## src/fsp_pkg.sv

```systemverilog
// Purpose: Constants for the flash self-program sequencer
// Assumes: 8 KB flash, 32-word pages, 20 MHz system clock
// Notes: Register map is on APB, one register per 32-bit word
package fsp_pkg;
  localparam int PC_MSB = 11;
  localparam int PAGE_MSB = 4;
  localparam int PTR_TOP = PC_MSB + 1;
  localparam int PTR_WORD_TOP = PAGE_MSB + 1;
  localparam int WORD_BITS = PAGE_MSB + 1;
  localparam int PAGE_BITS = PC_MSB - PAGE_MSB;
  localparam int BUF_DEPTH = 1 << WORD_BITS;
  localparam int WINDOW_CYC = 4;
  localparam logic [11:0] OFF_CTRL = 12'h000;
  localparam logic [11:0] OFF_PTR = 12'h004;
  localparam logic [11:0] OFF_DATA = 12'h008;
  localparam logic [11:0] OFF_ISSUE = 12'h00C;
  localparam logic [11:0] OFF_STATUS = 12'h010;
  localparam logic [11:0] OFF_RDATA = 12'h014;
  localparam logic [7:0] CMD_ERASE = 8'h03;
  localparam logic [7:0] CMD_LOAD = 8'h01;
  localparam logic [7:0] CMD_WRITE = 8'h05;
  localparam int BIT_EN = 0;
  localparam int BIT_ERS = 1;
  localparam int BIT_WRT = 2;
  localparam int BIT_CLR = 4;
  localparam int ISSUE_STORE = 0;
  localparam int ISSUE_LOAD = 1;
  localparam int ST_HALT = 0;
  localparam int ST_EEBUSY = 1;
  localparam int ST_WINDOW = 2;
  localparam real PROG_TIME_US = 4500.0;
  localparam real CLK_MHZ = 20.0;
  localparam int PROG_CYC = int'(PROG_TIME_US * CLK_MHZ);
  typedef enum logic [1:0] {FSP_IDLE, FSP_ERASE, FSP_WRITE} fsp_state_t;
endpackage : fsp_pkg

```

## src/fsp_page_buf.sv

```systemverilog
// Purpose: Temporary page buffer with per-word valid flags
// Assumes: Single clock, synchronous clear of all entries
// Notes: Read data registered; cleared words read as all ones
`timescale 1ns/1ps
module fsp_page_buf #(
  parameter int AW = 5,
  parameter int DW = 16
) (
  input wire logic clk,
  input wire logic clr,
  input wire logic we,
  input wire logic [AW-1:0] waddr,
  input wire logic [DW-1:0] wdata,
  input wire logic [AW-1:0] raddr,
  output logic [DW-1:0] rdata_q
);
  logic [DW-1:0] mem [1<<AW];
  logic [(1<<AW)-1:0] vld_q;

  always_ff @(posedge clk) begin
    if (we) begin
      mem[waddr] <= wdata;
    end
  end

  // Clear only drops valid flags, so a clear needs one cycle
  always_ff @(posedge clk) begin
    if (clr) begin
      vld_q <= '0;
    end else if (we) begin
      vld_q[waddr] <= 1'b1;
    end
  end

  always_ff @(posedge clk) begin
    rdata_q <= vld_q[raddr] ? mem[raddr] : '1;
  end
endmodule : fsp_page_buf

```

## src/fsp_sequencer.sv

```systemverilog
// Purpose: Flash self-programming sequencer with APB register access
// Assumes: CPU issues store/load-program events as APB writes to ISSUE
// Notes: Flash array is a port-level model interface (erase/write strobes)
//
// Operation
// - Code 00000011 then store within four cycles erases four pages.
// - Erase ignores data pair, low two page bits and non-page pointer bits.
// - Code 00000001 then store loads data pair into buffer word.
// - Code 00000101 then store writes buffer into addressed page.
// - CPU is stalled for the whole page write.
// - CPU is stalled for the whole four-page erase.
// - Buffer cleared after page write, on clear bit, and on reset.
// - EEPROM write during buffer loading discards loaded data.
// - Buffer words load in any order.
// - Store disabled unless self-program fuse is zero.
// - Store addressing ignores pointer bit 0 and bits above top bit.
// - Load-program reads bytewise, pointer bit 0 picks byte.
// - Target address latched at operation start.
// - EEPROM write blocks flash programming, not load-program reads.
// - Reset during flash write lets the write complete.
// - Enable bit clears on completion or after four idle cycles.
// - Page write bit clears on completion or four-cycle timeout.
// - Clear bit during buffer fill empties the buffer.
`timescale 1ns/1ps
module fsp_sequencer
  import fsp_pkg::*;
#(
  parameter int PROG_CYCLES = PROG_CYC
) (
  input wire logic CLK,
  input wire logic SRST,
  input wire logic PSEL,
  input wire logic PENABLE,
  input wire logic PWRITE,
  input wire logic [11:0] PADDR,
  input wire logic [31:0] PWDATA,
  output logic [31:0] PRDATA,
  output logic PREADY,
  output logic PSLVERR,
  input wire logic SELF_PROGRAM_FUSE_N,
  input wire logic EEPROM_WRITE_BUSY,
  output logic CPU_HALT,
  output logic FLASH_ERASE,
  output logic FLASH_WRITE,
  output logic [PAGE_BITS-1:0] FLASH_PAGE,
  output logic FLASH_BUF_RD,
  output logic [WORD_BITS-1:0] FLASH_BUF_ADDR,
  output logic [15:0] FLASH_BUF_DATA,
  input wire logic [15:0] FLASH_RDATA,
  output logic [PC_MSB:0] FLASH_RADDR
);
  localparam int CNT_W = $clog2(PROG_CYCLES + 1);

  fsp_state_t state_q, state_d;
  logic [7:0] ctrl_q;
  logic [2:0] win_q;
  logic [15:0] ptr_q;
  logic [15:0] data_q;
  logic [CNT_W-1:0] cnt_q;
  logic [PAGE_BITS-1:0] page_q;
  logic [7:0] rbyte_q;
  logic fuse_s1_q, fuse_q, eeb_s1_q, eeb_q;
  logic [31:0] prdata_q;
  logic pready_q;
  logic loading_q;
  logic [15:0] buf_rdata;

  wire acc = PSEL && PENABLE && !pready_q;
  wire wr = acc && PWRITE;
  wire rd = acc && !PWRITE;
  wire hit_ctrl = PADDR == OFF_CTRL;
  wire hit_ptr = PADDR == OFF_PTR;
  wire hit_data = PADDR == OFF_DATA;
  wire hit_issue = PADDR == OFF_ISSUE;
  wire hit_stat = PADDR == OFF_STATUS;
  wire hit_rdat = PADDR == OFF_RDATA;
  wire mapped = hit_ctrl | hit_ptr | hit_data | hit_issue | hit_stat | hit_rdat;
  wire busy = state_q != FSP_IDLE;
  wire spm_ok = !fuse_q && !eeb_q;
  wire ctrl_wr = wr && hit_ctrl && !busy && spm_ok;
  wire window_open = win_q != 3'd0 && ctrl_q[BIT_EN];
  wire store_ev = wr && hit_issue && PWDATA[ISSUE_STORE] && window_open && spm_ok;
  wire load_ev = wr && hit_issue && PWDATA[ISSUE_LOAD];
  wire go_erase = store_ev && ctrl_q == CMD_ERASE;
  wire go_load = store_ev && ctrl_q == CMD_LOAD;
  wire go_write = store_ev && ctrl_q == CMD_WRITE;
  wire [PC_MSB:0] z_word = ptr_q[PTR_TOP:1];
  // Four pages share one erase block, so low page bits drop
  wire [PAGE_BITS-1:0] erase_page = {z_word[PC_MSB:PAGE_MSB+3], 2'b00};
  wire [PAGE_BITS-1:0] write_page = z_word[PC_MSB:PAGE_MSB+1];
  wire [WORD_BITS-1:0] load_word = z_word[PAGE_MSB:0];
  wire op_done = busy && cnt_q == CNT_W'(1);
  wire clr_ev = ctrl_wr && PWDATA[BIT_CLR];
  wire eeb_drop = eeb_q && loading_q;
  // Reset spares the buffer while a running write still reads it
  wire rst_clr = SRST && state_q != FSP_WRITE;
  wire buf_clr = rst_clr || clr_ev || (op_done && state_q == FSP_WRITE) || eeb_drop;

  always_ff @(posedge CLK) begin
    fuse_s1_q <= SELF_PROGRAM_FUSE_N;
    fuse_q <= fuse_s1_q;
    eeb_s1_q <= EEPROM_WRITE_BUSY;
    eeb_q <= eeb_s1_q;
  end

  always_comb begin
    state_d = state_q;
    unique case (state_q)
      FSP_IDLE: begin
        if (go_erase) begin
          state_d = FSP_ERASE;
        end else if (go_write) begin
          state_d = FSP_WRITE;
        end
      end
      FSP_ERASE, FSP_WRITE: begin
        if (op_done) begin
          state_d = FSP_IDLE;
        end
      end
      default: state_d = FSP_IDLE;
    endcase
  end

  // Reset does not abort a running erase or write
  always_ff @(posedge CLK) begin
    if (SRST && !busy) begin
      state_q <= FSP_IDLE;
    end else begin
      state_q <= state_d;
    end
  end

  always_ff @(posedge CLK) begin
    if (go_erase || go_write) begin
      cnt_q <= CNT_W'(PROG_CYCLES);
      page_q <= go_erase ? erase_page : write_page;
    end else if (busy) begin
      cnt_q <= cnt_q - CNT_W'(1);
    end else begin
      cnt_q <= '0;
    end
  end

  // Window counts from the cycle after the control write
  always_ff @(posedge CLK) begin
    if (SRST && !busy) begin
      ctrl_q <= 8'h00;
      win_q <= 3'd0;
    end else if (ctrl_wr) begin
      // Top two code bits dropped, so stray bits 7:6 can alias a command
      ctrl_q <= {2'b00, PWDATA[5:0]};
      win_q <= 3'(WINDOW_CYC);
    end else if (op_done) begin
      ctrl_q <= 8'h00;
      win_q <= 3'd0;
    end else if (store_ev && !go_erase && !go_write) begin
      ctrl_q <= 8'h00;
      win_q <= 3'd0;
    end else if (!busy && win_q != 3'd0) begin
      win_q <= win_q - 3'd1;
      if (win_q == 3'd1) begin
        ctrl_q <= 8'h00;
      end
    end
  end

  always_ff @(posedge CLK) begin
    if (SRST) begin
      ptr_q <= 16'h0000;
      data_q <= 16'h0000;
      loading_q <= 1'b0;
      rbyte_q <= 8'h00;
    end else begin
      if (wr && hit_ptr) begin
        ptr_q <= PWDATA[15:0];
      end
      if (wr && hit_data) begin
        data_q <= PWDATA[15:0];
      end
      if (buf_clr || go_write) begin
        loading_q <= 1'b0;
      end else if (go_load) begin
        loading_q <= 1'b1;
      end
      if (load_ev) begin
        rbyte_q <= ptr_q[0] ? FLASH_RDATA[15:8] : FLASH_RDATA[7:0];
      end
    end
  end

  fsp_page_buf #(
    .AW(WORD_BITS),
    .DW(16)
  ) u_buf (
    .clk(CLK),
    .clr(buf_clr),
    .we(go_load && !buf_clr),
    .waddr(load_word),
    .wdata(data_q),
    .raddr(FLASH_BUF_ADDR),
    .rdata_q(buf_rdata)
  );

  wire [31:0] rd_mux =
    hit_ctrl ? {24'h0, ctrl_q} :
    hit_ptr ? {16'h0, ptr_q} :
    hit_data ? {16'h0, data_q} :
    hit_stat ? {29'h0, window_open, eeb_q, busy} :
    hit_rdat ? {24'h0, rbyte_q} : 32'h0000_0000;

  always_ff @(posedge CLK) begin
    if (SRST) begin
      pready_q <= 1'b0;
      prdata_q <= 32'h0000_0000;
      PSLVERR <= 1'b0;
    end else begin
      pready_q <= acc;
      prdata_q <= rd ? rd_mux : 32'h0000_0000;
      PSLVERR <= acc && !mapped;
    end
  end

  always_ff @(posedge CLK) begin
    if (SRST && !busy) begin
      CPU_HALT <= 1'b0;
      FLASH_ERASE <= 1'b0;
      FLASH_WRITE <= 1'b0;
      FLASH_PAGE <= '0;
      FLASH_BUF_RD <= 1'b0;
      FLASH_BUF_ADDR <= '0;
    end else begin
      CPU_HALT <= state_d != FSP_IDLE;
      FLASH_ERASE <= state_d == FSP_ERASE;
      FLASH_WRITE <= state_d == FSP_WRITE;
      FLASH_PAGE <= (go_erase || go_write) ? state_d == FSP_ERASE ? erase_page : write_page
                                           : page_q;
      FLASH_BUF_RD <= state_d == FSP_WRITE;
      FLASH_BUF_ADDR <= (state_q == FSP_WRITE) ? FLASH_BUF_ADDR + WORD_BITS'(1) : '0;
    end
  end

  assign PRDATA = prdata_q;
  assign PREADY = pready_q;
  assign FLASH_BUF_DATA = buf_rdata;
  assign FLASH_RADDR = ptr_q[PTR_TOP:1];
endmodule : fsp_sequencer

```

## config.mk

```make
export PLATFORM = sky130hd
export DESIGN_NAME = fsp_sequencer
export DESIGN_NICKNAME = d
export VERILOG_FILES = /design/src/fsp_pkg.sv /design/src/fsp_page_buf.sv /design/src/fsp_sequencer.sv
export SDC_FILE = /design/constraint.sdc
export NUM_CORES = 1
export LEC_CHECK = 0
export ABC_AREA = 1
export BUFFER_PORTS_ARGS = -buffer_cell sky130_fd_sc_hd__buf_2
export CAP_MARGIN = 20
export CORE_ASPECT_RATIO = 1.25
export CORE_UTILIZATION = 60
export DETAILED_ROUTE_END_ITERATION = 12
export HOLD_SLACK_MARGIN = 0.02
export PLACE_DENSITY = 0.78
export SLEW_MARGIN = 20
export SYNTH_ARGS = -nofsm -noshare
export SYNTH_HDL_FRONTEND = slang
export SYNTH_HIERARCHICAL = 1
export SYNTH_SLANG_ARGS = --single-unit
```

## constraint.sdc

```tcl
create_clock -name CLK -period 5.7 [get_ports CLK]
set_input_delay 1.14 -clock CLK [delete_from_list [all_inputs] [get_ports CLK]]
set_output_delay 1.14 -clock CLK [all_outputs]
set_load 0.02 [all_outputs]
```

### Yosys cells after proc, flatten, opt, wreduce, memory -nomap -nowiden

Memories as Yosys holds them, arrays and structs flattened. A register that Yosys moved wholly into a read port is not among the register bits.
Cells that the tools add are included.

| storage, ports and cells | value |
|---|---|
| register bits after elaboration | 161 |
| bits in writable memories | 512 |
| input bits | 67 |
| output and inout bits | 78 |
| logic and storage cells | 149 |
| memories | 1 |

Memories:

| name | depth | bits a word | rd ports | clocked after Yosys merged registers in | wr ports | line | text |
|---|---|---|---|---|---|---|---|
| u_buf.mem | 32 | 16 | 1 | 1 | 1 | fsp_page_buf.sv:17 | `logic [DW-1:0] mem [1<<AW];` |

| operators by class | value |
|---|---|
| add/subtract/negate cells | 3 |
| magnitude comparators | 3 |
| equal/unequal tests | 15 |
| multiplexer cells | 28 |
| bitwise gates (word level) | 9 |
| reductions and logical operators | 62 |

Operators with widths:

| operator | count |
|---|---|
| $mux W6 | 6 |
| $mux W16 | 2 |
| $or A32 B32 Y32 | 1 |
| $logic_and A1 B1 Y1 | 31 |
| $eq A12 B4 Y1 const B | 2 |
| $eq A12 B5 Y1 const B | 2 |
| $mux W8 | 3 |
| $eq A17 B1 Y1 const B | 1 |
| $mux W17 | 1 |
| $sub A17 B1 Y17 const B | 1 |
| $eq A12 B3 Y1 const B | 1 |
| $logic_not A12 Y1 | 1 |
| $lt A5 B6 Y1 const B | 2 |
| $mux W3 | 4 |
| $logic_not A1 Y1 | 10 |
| $reduce_or A2 Y1 | 5 |
| $mux W2 | 4 |
| $reduce_bool A4 Y1 | 2 |
| $mux W7 | 1 |
| $eq A6 B1 Y1 const B | 1 |
| $eq A6 B2 Y1 const B | 1 |
| $eq A6 B3 Y1 const B | 1 |
| $reduce_or A6 Y1 | 1 |
| $add A5 B1 Y5 const B | 1 |
| 19 further kinds | 35 |

### Longest topological paths before layout

| depth | value |
|---|---|
| depth in word-level cells | 14 |
| mapped depth | 17 |
| gate-level depth less buffers | 17 |

### Cells and area by module

Netlist, hierarchy kept.

By module, submodules not included:

| module | times used | cells an instance | area each (µm²) | sequential area each (µm²) |
|---|---|---|---|---|
| fsp_page_buf | 1 | 2269 | 23467.5 | 16335.7 |
| fsp_sequencer | 1 | 640 | 5067.4 | 2332.2 |

### Worst setup path after synthesis

Ideal clock, no wire load.

| timing | value |
|---|---|
| kind | input to register |
| from | input port PADDR[4] |
| to | memory u_buf.mem[31][0], enable pin |
| library setup time | 0.390 ns |
| arrival time | 3.105 ns |
| path slack | 2.205 ns |
| stages on the path | 10 |
| path through | or2_1 nor2_4 nand4_4 clkinv_1 nand4_1 nor2_1 inv_1 nor3_1 inv_1 nor2_1 |

| on the way | value |
|---|---|
| cells in the longest elaborated chain, start to end | 12 |
| elaborated cells on any way between the ends | 18 |
| those cells by class | eq/ne: 1; mux: 2; reduce/logical: 15 |

RTL lines:

| what | line | text |
|---|---|---|
| from (decl) | fsp_sequencer.sv:35 | `input wire logic [11:0] PADDR,` |
| $logic_not A12 Y1 | fsp_sequencer.sv:71 | `wire hit_ctrl = PADDR == OFF_CTRL;` |
| $logic_and A1 B1 Y1 (3 in a row) | fsp_sequencer.sv:80 | `wire ctrl_wr = wr && hit_ctrl && !busy && spm_ok;` |
| $logic_and A1 B1 Y1 | fsp_sequencer.sv:93 | `wire clr_ev = ctrl_wr && PWDATA[BIT_CLR];` |
| $logic_or A1 B1 Y1 (3 in a row) | fsp_sequencer.sv:97 | `wire buf_clr = rst_clr \|\| clr_ev \|\| (op_done && state_q == FSP_WRITE) \|\| eeb_drop;` |
| $logic_not A1 Y1 | fsp_sequencer.sv:198 | `.we(go_load && !buf_clr),` |
| $logic_and A1 B1 Y1 (*) | fsp_sequencer.sv:198 |  |
| $mux W1 (*) | fsp_page_buf.sv:21 | `if (we) begin` |
| $mux W1 (implied by the code) (*) | fsp_page_buf.sv:22 | `mem[waddr] <= wdata;` |
| to (decl) | fsp_page_buf.sv:17 |  |

Every way passes the cells marked *; elsewhere a longest branch is shown, timed or not.

### Worst setup path in the final report

| timing | value |
|---|---|
| from | register state_q[1] |
| to | memory u_buf.mem[8][6], enable pin |

| on the way | value |
|---|---|
| cells in the longest elaborated chain, start to end | 12 |
| elaborated cells on any way between the ends | 17 |
| those cells by class | eq/ne: 2; mux: 2; reduce/logical: 13 |

RTL lines:

| what | line | text |
|---|---|---|
| from (decl) | fsp_sequencer.sv:54 | `fsp_state_t state_q, state_d;` |
| from (signal assigned) | fsp_sequencer.sv:130 | `state_q <= state_d;` |
| $reduce_bool A2 Y1 | fsp_sequencer.sv:78 | `wire busy = state_q != FSP_IDLE;` |
| $logic_not A1 Y1 | fsp_sequencer.sv:80 |  |
| $logic_and A1 B1 Y1 (2 in a row) | fsp_sequencer.sv:80 |  |
| $logic_and A1 B1 Y1 | fsp_sequencer.sv:93 |  |
| $logic_or A1 B1 Y1 | fsp_sequencer.sv:97 |  |
| $logic_or A1 B1 Y1 (*) (2 in a row) | fsp_sequencer.sv:97 |  |
| via buf_clr | fsp_sequencer.sv:97 |  |
| $logic_not A1 Y1 (*) | fsp_sequencer.sv:198 |  |
| $logic_and A1 B1 Y1 (*) | fsp_sequencer.sv:198 |  |
| $mux W1 (*) | fsp_page_buf.sv:21 |  |
| $mux W1 (implied by the code) (*) | fsp_page_buf.sv:22 |  |

Mark *: on every way through the listed nets, which the timed path passes. The rest lies on a longest branch.

==> impl_metrics.toml <==
[run_status]
status = "finished, final reports clean"

[cts]
clock_latency_ns = 0.65
tritoncts.num_buffers = 61
cts_tree = "built"
h-tree-depth = 2
cts-root-buf = "clkbuf_16"
clk_pin_slew_ns = 0.07
holdBufCountCts = 0
cts.sinks = 673
post_cts_resized = 0
cts_buffer_depth = 3
post_cts_buffers = 0

[setup_path]
slowest_delay_ns = 0.76
path_cells = "inv_1 > ha_1 > buf_4 > nand3_1 > nor2_4 > a21oi_1 > inv_1 > buf_4 > nor2_1 > inv_1 > nor3_1 > inv_1 > nor2_1 > buf_4"
r2r_slack_ns = 2.07
worstReg2RegStart = "state_q[1]"
cp-start-kind = "flop"
arrival_ns = 3.96
cp_max_fo = 33
end_kind = "flop"
crit_path_top_delay_cell = "nor2_1"
critPathKind = "reg2reg"
cp_data_required_time_ns = 6.03
r2r_end = "u_buf/mem[8][6]"
worst_path_most_repeated_cell = "inv_1"
ff2ff_path_depth = 14

[placement]
dp.cells = 3559
finalWeightedCongestion = 0.886
dpl.hpwl_mm = 41.1
io_buffers = 112

[yosys]
synthTopCellsByArea = "edfxtp_1, nand2_1, dfxtp_1, nand3_1, inv_1"
yosys.area.top_type_share = 0.546
synth_cell_types = 40
synthAdderAreaFrac = 0.00438
synth.ff_latch_count = 673
synth_simple_gate_area_frac = 0.225
synth_xor_xnor_area_share = 0.00307
yosys.area.top_type = "edfxtp_1"
synthesis.area_mm2 = 0.0285
synthMuxAreaShare = 0
synth_top_family_by_area = "simple AND/OR/NAND/NOR gates"
ys_warn_count = 6
synth-compound-area-share = 0.0318
yosysSeqAreaShare = 0.654
syn_area_per_cell_um2 = 9.81
synthCells = 2909

[final_layout]
diodes = 0
fin_nets = 3062
finalNonFillerCells = 3674
syn2layout_area_growth_pct = 10.3
final_layout_size_suffix_gt1_frac = 0.107

[die]
die_h_um = 246
ioPinCount = 145
start_util = 0.606
die_w_um = 197
core-area_mm2 = 0.0471
die_area_mm2 = 0.0484
rows = 89

[timing]
rsz0062_at_grt = "false"
timing.final.max_slew_violations = 0
finalSetupViolations = 0
worstMarginPinSlew_ns = 1.02
maxSlewHeadroom = 0.319
final.period_utilization = 0.637
tns_ns = 0
fin_crit_ns = 3.63
max_freq_ghz = 0.275
clock_skew_ns = 0.0334
hold_viol_final = 0

[grt]
grt_max_degree = 189
track_usage = 0.294
antenna_found_initial = 0
grt_overflow = 0
grt_pass1_vias = 19500
grt_first_pass_wirelength_mm = 108

[hold_path]
hp-start = "fuse_s1_q"
hp-class = "reg2reg"
hold_end = "fuse_q"
min_path_cells = 0

[power_and_ir_drop]
leakage_nw = 13.2
vdd_drop_max_mv = 0.329
powerDensity_mw_per_mm2 = 305

[routing]
avgViaCountPerCell = 5.61
wire_per_inst_um = 19.2
dr.pass1.iters = 6
num_vias = 20600
drtIter0Drc = 2641
drt-total-wl_mm = 70.6
final_antenna_net_count = 0
drc_errors = 0

[run]
cap_violations = 0
## cells in the final DEF (no fill, tap or decap), drive strengths merged
master	netlist	final
o31ai	2	2
nand4	7	7
a211oi	6	6
nor4	3	3
inv	349	352
clkinvlp	0	7
nand2	870	870
edfxtp	519	519
or2	4	4
clkinv	7	23
xnor2	6	6
nor3	23	23
nor3b	1	1
ha	10	10
o21ai	89	89
conb	1	16
o211ai	2	2
nand3	402	402
clkbuf	32	84
a21oi	68	68
xor2	4	4
buf	133	163
a31oi	2	2
nor2	212	212
bufinv	0	5
o22ai	3	3
dfxtp	154	154
## synth_stat cells
| master | instances |
|---|---|
| inv_4 | 1 |
| o211ai_1 | 2 |
| o21ai_1 | 14 |
| or2_1 | 1 |
| nor4_1 | 3 |
| nand4_4 | 2 |
| nand3_1 | 400 |
| buf_2 | 52 |
| clkinv_1 | 6 |
| nor3_4 | 1 |
| nor2_1 | 199 |
| nor3_1 | 22 |
| buf_1 | 15 |
| o22ai_1 | 3 |
| nor2_4 | 7 |
| buf_6 | 11 |
| edfxtp_1 | 519 |
| a21oi_1 | 68 |
| a31oi_1 | 2 |
| dfxtp_1 | 154 |
| a211oi_2 | 3 |
| nand4_1 | 5 |
| inv_2 | 6 |
| xnor2_1 | 6 |
| or2_2 | 3 |
| nor2_2 | 6 |
| nand3_2 | 2 |
| buf_4 | 55 |
| o31ai_1 | 2 |
| nand2_2 | 9 |
| a211oi_1 | 3 |
| nand2_1 | 861 |
| clkbuf_1 | 32 |
| conb_1 | 1 |
| clkinv_2 | 1 |
| xor2_1 | 4 |
| o21ai_0 | 75 |
| inv_1 | 342 |
| nor3b_2 | 1 |
| ha_1 | 10 |
## layer usage
metal	vias up	GRT usage	wire length [um]
met3	169	0.0446	6340
met5	-	0	0
met2	1128	0.496	35000
met1	9708	0.374	26000
met4	0	0.138	3230
li1	9599	-	-
## per-stage QoR
stage | utilization | total power, mW | worst slack [ns] | cell area (um^2) | hold WS, ns
6_report | 0.668 | 9.59 | 2.07 | 31500 | 0.328
3_5_place_dp | 0.624 | 5.53 | 1.50 | 29400 | 0.312
3_3_place_gp | 0.624 | 5.52 | 1.54 | 29400 | 0.310
5_1_grt | 0.668 | 9.82 | 1.82 | 31500 | 0.329
2_1_floorplan | - | 5.49 | 2.20 | 28600 | 0.310
4_1_cts | 0.668 | 9.62 | 2.10 | 31500 | 0.327
## state kept, by name, indices dropped and copies added, names as in the netlist, 2 cells and up
name	flops
FLASH_BUF_ADDR	5
FLASH_PAGE	7
PRDATA	16
cnt_q	17
ctrl_q	6
data_q	16
page_q	7
ptr_q	16
rbyte_q	8
state_q	2
u_buf/mem	512
u_buf/rdata_q	16
u_buf/vld_q	32
win_q	3
## how the worst max path moves through the flow
stage | from | to | slack [ns] | cells after the start
6_report | state_q[1] | u_buf/mem[8][6] | 2.07 | 14
3_5_place_dp | PADDR[7] | u_buf/mem[8][15] | 1.50 | 15
4_1_cts | state_q[1] | u_buf/mem[8][6] | 2.10 | 14
2_1_floorplan | PADDR[4] | u_buf/mem[31][0] | 2.20 | 10
5_1_grt | state_q[1] | u_buf/mem[8][6] | 1.82 | 14
3_3_place_gp | PADDR[6] | u_buf/mem[8][15] | 1.54 | 15
## where the power goes
group / switching, mW / total (mW) / internal (mW)
Combinational: 0.111 / 0.172 / 0.0608
Clock: 1.78 / 4.16 / 2.38
Sequential: 0.0230 / 5.25 / 5.23
## cell families after synthesis
logic type | Yosys count
flops | 673
xor+xnor | 10
fa+ha+maj | 10
other cells | 1
compound gates | 172
buf+inv | 521
simple gates | 1522
## cell type report
| cell class | count | area (um^2) |
|---|---|---|
| fill | 3480 | 15600 |
| multi-input combinational | 1730 | 7610 |
| clock inverter | 31 | 325 |
| sequential | 673 | 18700 |
| inverter | 356 | 1350 |
| timing repair buffer | 163 | 956 |
| tap | 637 | 797 |
| clock buffer | 84 | 1740 |
## worst max-delay path: cells and delay by family (launching register included)
| family | cells | cell delay, ns |
|---|---|---|
| and+or+nand+nor | 5 | 1.27 |
| buffers and inverters | 7 | 1.21 |
| DFF | 1 | 0.40 |
| adders and majority gates | 1 | 0.22 |
| AOI/OAI and AO/OA | 1 | 0.18 |
No activity file was read; power rests on OpenSTA's default activity.
